`config.mk`:
```
export PLATFORM = sky130hd
export DESIGN_NAME = dsc_serial_control
export DESIGN_NICKNAME = d
export VERILOG_FILES = /design/src/dsc_pkg.sv /design/src/dsc_shift_if.sv /design/src/dsc_shifter.sv /design/src/dsc_serial_control.sv
export SDC_FILE = /design/constraint.sdc
export NUM_CORES = 1
export LEC_CHECK = 0
export BUFFER_PORTS_ARGS = -buffer_cell sky130_fd_sc_hd__buf_2
export CAP_MARGIN = 20
export CORE_MARGIN = 2
export CORE_UTILIZATION = 45
export CTS_CLUSTER_DIAMETER = 150
export DETAILED_ROUTE_END_ITERATION = 16
export PLACE_DENSITY_LB_ADDON = 0.2
export SLEW_MARGIN = 20
export SYNTH_ARGS = -nofsm -noshare
export SYNTH_HDL_FRONTEND = slang
export SYNTH_SLANG_ARGS = --single-unit
```
`constraint.sdc`:
```
create_clock -name i_core_clk -period 1.7 [get_ports i_core_clk]
set_input_delay 0.085 -clock i_core_clk [delete_from_list [all_inputs] [get_ports i_core_clk]]
set_output_delay 0.085 -clock i_core_clk [all_outputs]
set_load 0.05 [all_outputs]
```
`src/dsc_pkg.sv`:
```
// Purpose: Shared constants for the serial control pin block.
// Assumes: Frames are sent most significant bit first.
// Notes: Frame payload is an 8-bit address above a 16-bit data field.
`default_nettype none
package dsc_pkg;
    localparam int FRAME_BITS = 24;
    localparam int FRAME_BITS_CHK = 32;
    localparam int SHIFT_W = 32;
    localparam int CNT_W = 6;
    localparam logic [CNT_W-1:0] LEN_PLAIN = 6'h18;
    localparam logic [CNT_W-1:0] LEN_CHK = 6'h20;
    localparam logic [CNT_W-1:0] CNT_MAX = 6'h3F;
    localparam int ADDR_MSB = 23;
    localparam int ADDR_LSB = 16;
    localparam int DATA_MSB = 15;
    localparam int CHK_LSB = 8;
    // Register addresses inside the serial frame.
    localparam logic [7:0] ADDR_DAC_INPUT = 8'h01;
    localparam logic [7:0] ADDR_GENERAL_CONFIG_ONE = 8'h02;
    localparam logic [7:0] ADDR_READBACK_SEL = 8'h1F;
    // Fields of general_config_one.
    localparam int CFG_W = 2;
    localparam int CFG_MODEM_PATH_ENABLE = 0;
    localparam int CFG_CHECK_ENABLE = 1;
    localparam logic [CFG_W-1:0] CFG_RESET = 2'h0;
    localparam logic [15:0] CODE_RESET = 16'h0000;
    localparam logic [7:0] RB_SEL_RESET = 8'h00;
endpackage
`default_nettype wire

```
`src/dsc_shift_if.sv`:
```
// Purpose: Carrier between the pin front end and the serial shifter.
// Assumes: All signals are on the core clock.
// Notes: None.
`default_nettype none
interface dsc_shift_if;
    logic fall_stb;
    logic frame_act;
    logic sdi;
    logic len_chk;
    logic [23:0] load_word;
    logic done;
    logic [31:0] rx_word;
    logic sdo_bit;
    modport front (output fall_stb, frame_act, sdi, len_chk, load_word,
                   input done, rx_word, sdo_bit);
    modport shifter (input fall_stb, frame_act, sdi, len_chk, load_word,
                     output done, rx_word, sdo_bit);
endinterface
`default_nettype wire

```
`src/dsc_shifter.sv`:
```
// Purpose: Shifts serial frames in and the readback word out.
// Assumes: Strobes come from synchronised pins on the core clock.
// Notes: A frame of the wrong length is dropped without a done pulse.
`default_nettype none
module dsc_shifter
    import dsc_pkg::*;
(
    input wire logic i_core_clk,
    input wire logic i_resetn,
    input wire logic i_ce,
    input wire logic i_hw_rst,
    dsc_shift_if.shifter sh
);
    typedef struct packed {
        logic act;
        logic [CNT_W-1:0] cnt;
        logic [SHIFT_W-1:0] rx;
        logic [SHIFT_W-1:0] tx;
        logic done;
    } dsc_shift_s;

    dsc_shift_s st_ff;
    dsc_shift_s nxt_st;
    logic [CNT_W-1:0] len;

    assign len = sh.len_chk ? LEN_CHK : LEN_PLAIN;

    always_comb begin
        nxt_st = st_ff;
        nxt_st.done = 1'b0;
        nxt_st.act = sh.frame_act;
        if (sh.frame_act && !st_ff.act) begin
            nxt_st.cnt = '0;
            nxt_st.tx = {sh.load_word, 8'h00};
        end else if (sh.frame_act && sh.fall_stb) begin // RULE9
            nxt_st.rx = {st_ff.rx[SHIFT_W-2:0], sh.sdi}; // RULE1
            // Zeros fill from below, so edges past the frame give 0.
            nxt_st.tx = {st_ff.tx[SHIFT_W-2:0], 1'b0}; // RULE4 RULE11
            if (st_ff.cnt != CNT_MAX) begin
                nxt_st.cnt = st_ff.cnt + 6'h01;
            end
        end else if (!sh.frame_act && st_ff.act) begin
            nxt_st.done = (st_ff.cnt == len);
        end
    end

    always_ff @(posedge i_core_clk) begin
        if (!i_resetn) begin
            st_ff <= '0;
        end else if (i_ce) begin
            // The pin reset waits for an enabled cycle like all state.
            if (i_hw_rst) begin // RULE5
                st_ff <= '0;
            end else begin
                st_ff <= nxt_st;
            end
        end
    end

    assign sh.done = st_ff.done;
    assign sh.rx_word = st_ff.rx;
    assign sh.sdo_bit = st_ff.tx[SHIFT_W-1];
endmodule
`default_nettype wire

```
`src/dsc_serial_control.sv`:
```
// Purpose: Pin-level serial control of a single-channel output converter.
// Assumes: Core clock far faster than the serial clock on the pins.
// Notes: Check code bits are accepted but not verified.
//   Frame address 0x01 stages a code, 0x02 writes general_config_one
//   and 0x1F picks the readback source; other addresses are ignored.
//   A readback select outside those three returns the output code.
//   Every pin passes two flip-flops, so a pin event takes effect
//   two to three core cycles after it happens on the pin; frame writes and the data output take three to four.
// Notes on behaviour
// RULE1: Shift input bits on serial clock falling edges.
// RULE2: Host keeps write clock at most 50 MHz.
// RULE3: Host keeps read clock within 20/15 MHz.
// RULE4: Readback shifts serial register out on data output.
// RULE5: Low reset pin resets the device.
// RULE6: Load strobe copies staged code to output.
// RULE7: Host avoids load strobe near frame end.
// RULE8: Modem path off until its enable bit set.
// RULE9: Accept data only while frame select low.
// RULE10: Host sets data valid at falling edge.
// RULE11: Extra edges after frame output zero.
`default_nettype none
module dsc_serial_control
    import dsc_pkg::*;
(
    input wire logic i_core_clk,
    input wire logic i_resetn,
    input wire logic i_ce,
    input wire logic i_sclk,
    input wire logic i_sdi,
    input wire logic i_sync_n,
    input wire logic i_load_output_n,
    input wire logic i_reset_pin_n,
    output logic o_sdo,
    output logic o_sdo_oe,
    output logic [15:0] o_dac_code,
    output logic o_modem_path_enable,
    output logic o_check_enable
);
    // ------------------------------------------------------------
    // State
    // ------------------------------------------------------------
    typedef struct packed {
        // Pin synchronisers, two stages each, plus the edge history.
        logic [1:0] sclk_s;
        logic sclk_d;
        logic [1:0] sdi_s;
        logic [1:0] sync_s;
        logic [1:0] load_s;
        logic [1:0] rst_s;
        // Frame-written state and the registered pin drivers.
        logic [15:0] staged;
        logic [15:0] code;
        logic [CFG_W-1:0] cfg;
        logic [7:0] rb_sel;
        logic sdo;
        logic sdo_oe;
    } dsc_top_s;

    dsc_top_s st_ff;
    dsc_top_s nxt_st;
    dsc_shift_if sh_if ();
    logic hw_rst;
    logic [23:0] rx_pay;
    logic [7:0] rx_addr;
    logic [15:0] rx_data;
    logic [15:0] rb_data;
    logic [15:0] rb_cfg_word;
    logic [15:0] rb_sel_word;
    logic sclk_fall;
    logic frame_low;
    logic load_low;
    logic wr_code;
    logic wr_cfg;
    logic wr_sel;

    // ------------------------------------------------------------
    // Pin front end
    // ------------------------------------------------------------
    // Only the second stage of each synchroniser is read, so no logic
    // ever sees a value that may still be settling.
    assign hw_rst = !st_ff.rst_s[1];
    assign sclk_fall = st_ff.sclk_d && !st_ff.sclk_s[1];
    assign frame_low = !st_ff.sync_s[1];
    assign load_low = !st_ff.load_s[1];

    // ------------------------------------------------------------
    // Shifter hookup
    // ------------------------------------------------------------
    assign sh_if.fall_stb = sclk_fall;
    assign sh_if.frame_act = frame_low;
    assign sh_if.sdi = st_ff.sdi_s[1];
    assign sh_if.len_chk = st_ff.cfg[CFG_CHECK_ENABLE];
    assign sh_if.load_word = {st_ff.rb_sel, rb_data};

    // The shifter shares the clock enable and both resets with this level.
    dsc_shifter u_shifter (
        .i_core_clk(i_core_clk),
        .i_resetn(i_resetn),
        .i_ce(i_ce),
        .i_hw_rst(hw_rst),
        .sh(sh_if)
    );

    // ------------------------------------------------------------
    // Frame payload
    // ------------------------------------------------------------
    // With checking on, the payload sits above the trailing check byte.
    // The check byte itself is dropped: a frame of the right length is
    // trusted as it stands.
    assign rx_pay = st_ff.cfg[CFG_CHECK_ENABLE] ?
                    sh_if.rx_word[SHIFT_W-1:CHK_LSB] :
                    sh_if.rx_word[FRAME_BITS-1:0];
    assign rx_addr = rx_pay[ADDR_MSB:ADDR_LSB];
    assign rx_data = rx_pay[DATA_MSB:0];

    // ------------------------------------------------------------
    // Write decode
    // ------------------------------------------------------------
    // A write lands only on the done pulse of a frame of the right
    // length; unknown addresses fall through and change nothing.
    always_comb begin
        wr_code = 1'b0;
        wr_cfg = 1'b0;
        wr_sel = 1'b0;
        if (sh_if.done) begin
            case (rx_addr)
                ADDR_DAC_INPUT: wr_code = 1'b1;
                ADDR_GENERAL_CONFIG_ONE: wr_cfg = 1'b1;
                ADDR_READBACK_SEL: wr_sel = 1'b1;
                default: wr_code = 1'b0;
            endcase
        end
    end

    // ------------------------------------------------------------
    // Readback mux
    // ------------------------------------------------------------
    // The word is captured at frame start, so a write in the same
    // frame shows up only in the next readback.
    assign rb_cfg_word = {14'h0000, st_ff.cfg};
    assign rb_sel_word = {8'h00, st_ff.rb_sel};

    always_comb begin
        case (st_ff.rb_sel)
            ADDR_DAC_INPUT: rb_data = st_ff.staged;
            ADDR_GENERAL_CONFIG_ONE: rb_data = rb_cfg_word;
            ADDR_READBACK_SEL: rb_data = rb_sel_word;
            default: rb_data = st_ff.code;
        endcase
    end

    // ------------------------------------------------------------
    // Next state
    // ------------------------------------------------------------
    always_comb begin
        nxt_st = st_ff;
        // Anything not named below keeps its value.
        nxt_st.sclk_s = {st_ff.sclk_s[0], i_sclk};
        nxt_st.sclk_d = st_ff.sclk_s[1];
        nxt_st.sdi_s = {st_ff.sdi_s[0], i_sdi};
        nxt_st.sync_s = {st_ff.sync_s[0], i_sync_n};
        nxt_st.load_s = {st_ff.load_s[0], i_load_output_n};
        nxt_st.rst_s = {st_ff.rst_s[0], i_reset_pin_n};
        nxt_st.sdo = sh_if.sdo_bit; // RULE4
        // Drive the data output only inside a frame to share the line.
        nxt_st.sdo_oe = frame_low;
        if (wr_code) begin
            nxt_st.staged = rx_data;
        end
        if (wr_cfg) begin
            nxt_st.cfg = rx_data[CFG_W-1:0]; // RULE8
        end
        if (wr_sel) begin
            nxt_st.rb_sel = rx_data[7:0];
        end
        // The strobe is a level: the code follows the staged value for
        // as long as the pin stays low, not just on its falling edge.
        if (load_low) begin
            nxt_st.code = st_ff.staged; // RULE6
        end
        // The synchronisers keep running under a held reset pin, so the
        // release is seen and the block leaves reset cleanly.
        if (hw_rst) begin // RULE5
            nxt_st.staged = CODE_RESET;
            nxt_st.code = CODE_RESET;
            nxt_st.cfg = CFG_RESET; // RULE8
            nxt_st.rb_sel = RB_SEL_RESET;
            nxt_st.sdo = 1'b0;
            nxt_st.sdo_oe = 1'b0;
        end
    end

    // ------------------------------------------------------------
    // Registers
    // ------------------------------------------------------------
    // The core reset wins over the clock enable; everything else in
    // the block waits for an enabled cycle.
    always_ff @(posedge i_core_clk) begin
        if (!i_resetn) begin
            // Synchronisers start at the idle pin levels, so no false
            // edge or frame is seen on the way out of reset.
            st_ff <= '0;
            st_ff.sclk_s <= 2'h3;
            st_ff.sclk_d <= 1'b1;
            st_ff.sync_s <= 2'h3;
            st_ff.load_s <= 2'h3;
            st_ff.rst_s <= 2'h3;
        end else if (i_ce) begin
            st_ff <= nxt_st;
        end
    end

    // ------------------------------------------------------------
    // Outputs
    // ------------------------------------------------------------
    // Every output leaves straight from a register, so the pin timing
    // does not depend on the depth of the decode logic.
    assign o_sdo = st_ff.sdo;
    assign o_sdo_oe = st_ff.sdo_oe;
    assign o_dac_code = st_ff.code;
    assign o_modem_path_enable = st_ff.cfg[CFG_MODEM_PATH_ENABLE]; // RULE8
    assign o_check_enable = st_ff.cfg[CFG_CHECK_ENABLE];
endmodule
`default_nettype wire

```
==> run summary <==
The flow ran to the end, but the final reports show violations. The final reports fail on negative setup slack. The number of clock buffers inserted by TritonCTS came out at 17. The die width is 113 µm. STA puts the critical path data arrival time at 2250 ps.

The total power came out at 6450 µW. The fraction of post-synthesis cell area in the top cell type by area came out at 0.444. In the final layout, the share of cells above drive strength 1 is 0.298. The placed standard-cell area is around 0.0059 mm². The main combinational cell family by area after synthesis is compound AO/OA/AOI/OAI gates.

The number of antenna violations at the first check in global routing is 0. The biggest area contributor in the post-synthesis netlist is dfxtp_1. The portion of the clock cycle consumed by the worst path in the final layout came out at 1.15.

The floorplan has 39 rows. The top cell types in the final layout, fill and taps aside, are 112 x dfxtp_1, 61 x nand2_1, 56 x buf_4. The diode insertion count for antenna repair came out at 0. The worst clock skew on the final layout came out at 18.8 ps. The wire length per cell after detailed routing came out at 18.3 µm. Clock tree synthesis selected as its root buffer the cell clkbuf_16. The wire-length estimate of the detail-placed layout is 9710 µm.

The final design instance area without fill is 0.00692 mm². The initial cell density of the core is 0.464. The synthesized design contains 0 enable-type register cells.

The worst setup path is launched from a flop. The clock share of power is 0.531. The number of sinks driven by the clock tree is 118. The count of maximum capacitance violations came out at 0. The number of global-route vias before repair came out at 4459.

The number of distinct library cells after synthesis is 51. Data on the critical path is required at its endpoint by 2000 ps. The highest ir drop seen on vdd is 0.996 mV. The number of instances in the synthesized netlist came out at 598. The sequential-to-total area share from yosys stat came out at 0.444. By startpoint and endpoint, the worst setup path is classified as flop to flop.

The total grt overflow is 0. The smallest clock period supported by the final layout is computed as about 1900 ps. The relative max-transition margin came out at 0.596. The number of slew-limit violations in the final report is 0.

The number of vias in the routed layout came out at 4808. For this design the ratio of total power to cell area is 931 mW/mm². The setup slack of the worst register-to-register path came out at -250 ps. The final layout contains routed wiring with a total length of 15000 µm. The post-route antenna net violation count came out at 0. The flip-flop and latch count after synthesis is ~120.

The net switching fraction of the power came out at 0.217. The most used flip-flop cell after synthesis is dfxtp_1. The worst-case clock buffer depth is 2. The synthesized-area fraction occupied by ao, oa, aoi and oai cells is 0.232. Of all nets on the critical path, the largest fanout is 5. The final instance count without filler cells came out at 817. The clock-pin transition on the worst setup and hold timing paths is 50 ps. The final hold violation count came out at 0. The placeable core region came out at 0.0115 mm². The first global-routing pass estimated 23300 µm of wire. The leakage power of the design came out at 0.00266 µW. The largest single stage delay on the critical path is between 400 and 500 ps.

Relative to the synthesized area, the layout overhead comes to 30.3%. The post-synth net total came out at 608. Setup violations remaining at the end of the flow were counted as 25. Of all flip-flops after synthesis, the portion carrying an async set or reset was 0.

The min-delay analysis places its worst path in the category input pin to flop. The net total in the final layout came out at 672. The CTS H-tree depth is 4.

After synthesis, the share of cell area in mux cells is 0.0584. The pin count of the biggest net entering global routing came out at 65. Leaving out fill and tap cells, the most frequent cell in the layout is dfxtp_1. After detailed routing, the number of remaining DRC violations is 0. The category of the worst setup path capture point is a flop. The timing-limited maximum frequency came out at 513 MHz. The count of boundary I/O pins came out at 28. The cell area after technology mapping is approximately 0.0053 mm². The number of warnings reported in the yosys synthesis log came out at 0. The xor/xnor cell area share of the yosys netlist came out at 0.00330.

Setup repair after global routing could not meet its margin everywhere. The CTS tree is done. The sequential group share of total power came out at 0.433.

The overall track demand over capacity in global routing is 0.234. The floorplan step defined a die boundary enclosing 0.0127 mm². The number of fill cells in the layout came out at 989. The pre-CTS setup slack is -102 ps.

The slowest stage cell on the critical path is or3_4. After synthesis, the cell types taking the most area are dfxtp_1 44%, a22oi_1 7.2%, nand2_1 4.3%, nor2b_1 3.8%, mux2_2 3.4%. The later-pin clock latency in the skew report came out at 430 ps.

The internal power of the cells is just over 5000 µW. The area fraction in and, or, nand and nor cells after synthesis came out at 0.195. Each instance of the synthesized netlist takes up on average around 8.9 µm². The die outline height is 113 µm. The detail-routed via count per cell came out at 5.88. The iteration-0 DRC count of the detailed router came out at 457. The combinational share of power is 0.036. The pre-antenna-repair detailed-routing pass consisted of 5 iterations. The count of placed standard cells including taps came out at 765. The switching power is 1400 µW. Setup slack on the critical path of the routed design comes to -249 ps. Traced cell by cell, the critical path runs through nor4_2 -> o211ai_1 -> or3_4 -> and3_4 -> o21a_1. At the end of routability-driven placement, the weighted congestion stood at between 0.8 and 0.9. The count of input and output buffers is 27.

The transition at the pin with the smallest max-transition slack came out at 606 ps. Of the total synthesized cell area, the portion taken by full adders, half adders and majority gates is 0.00471.
## registers in the layout, summed over array words and instances (netlist names), 6 cells and up
name	flops
u_shifter.sh.rx_word	32
u_shifter.st_ff	29
st_ff	20
o_dac_code	16
rb_sel_word	8
nxt_st	6
## cell usage after synthesis (10+ instances only)
cell type and n:
buf_4 16, mux2i_1 13, a221oi_1 12, nor2b_1 32, mux2_2 16, nand2_1 61, a22o_1 10, a21oi_1 17
nand3_1 21, clkbuf_1 36, a22oi_1 51, nor2_1 47, dfxtp_1 118, o21ai_0 27
## final cells by class
cell class | instances | area (µm²) | area share
tap | 143 | 179 | 0.0258
clock inverter | 8 | 71.3 | 0.0103
sequential | 118 | 2380 | 0.343
multi-input combinational | 413 | 2890 | 0.417
inverter | 8 | 30.0 | 0.00434
timing repair buffer | 104 | 883 | 0.128
clock buffer | 23 | 498 | 0.0719
## worst max-delay path: cells and delay by family, from the launching register on
| kind | cells | cell delay, ps |
|---|---|---|
| and+or+nand+nor | 3 | 1040 |
| AOI/OAI and AO/OA | 2 | 470 |
| DFF | 1 | 310 |
## path summary, 6_finish.rpt
kind | end | start | cells after the start
max | o_modem_path_enable | u_shifter.sh.rx_word[21] | 5
min | o_sdo | i_ce | 4
max reg2reg | o_modem_path_enable | u_shifter.sh.rx_word[21] | 5
min reg2reg | u_shifter.st_ff[23] | u_shifter.st_ff[23] | 2
## power by group through the flow
stage | logic, µW | registers [µW] | clock network, µW
2_1_floorplan | 134 | 2850 | 0
6_report | 234 | 2790 | 3420
4_1_cts | 228 | 2790 | 3460
3_3_place_gp | 214 | 2850 | 0
5_1_grt | 252 | 2790 | 3610
3_5_place_dp | 217 | 2850 | 0
## metrics by stage
stage | util | hold slack [ps] | setup TNS, ps
2_1_floorplan | - | 213 | -148
3_3_place_gp | 0.512 | 299 | -322
3_5_place_dp | 0.512 | 310 | -1370
4_1_cts | 0.573 | 173 | -950
5_1_grt | 0.604 | 190 | -6070
6_report | 0.604 | 194 | -4600
## layer usage
metal	track usage	share of wire	up-vias
met3	0.0589	0.051	32
met5	0	0	-
met1	0.305	0.45	2332
li1	-	-	2299
met4	0.101	0.030	0
met2	0.368	0.47	145
## repair_timing
| action | 4_1_cts | 5_1_grt |
|---|---|---|
| pin swaps | 11 | 25 |
| hold endpoints to repair | 5 | 0 |
| setup buffers | 2 | 10 |
| gates cloned | 0 | 4 |
| resized for setup | 23 | 41 |
| endpoints found under the setup margin | 23 | 81 |
| hold buffers | 5 | 0 |
## cells by family (layout without fill, tap and decap cells)
family	count (synthesis)	in the layout
compound gates	170	170
buf+inv	68	143
fa+ha+maj	2	2
xor+xnor	2	2
simple gates	209	210
flops	118	118
mux	29	29
No activity file was read; power rests on OpenSTA's default activity.
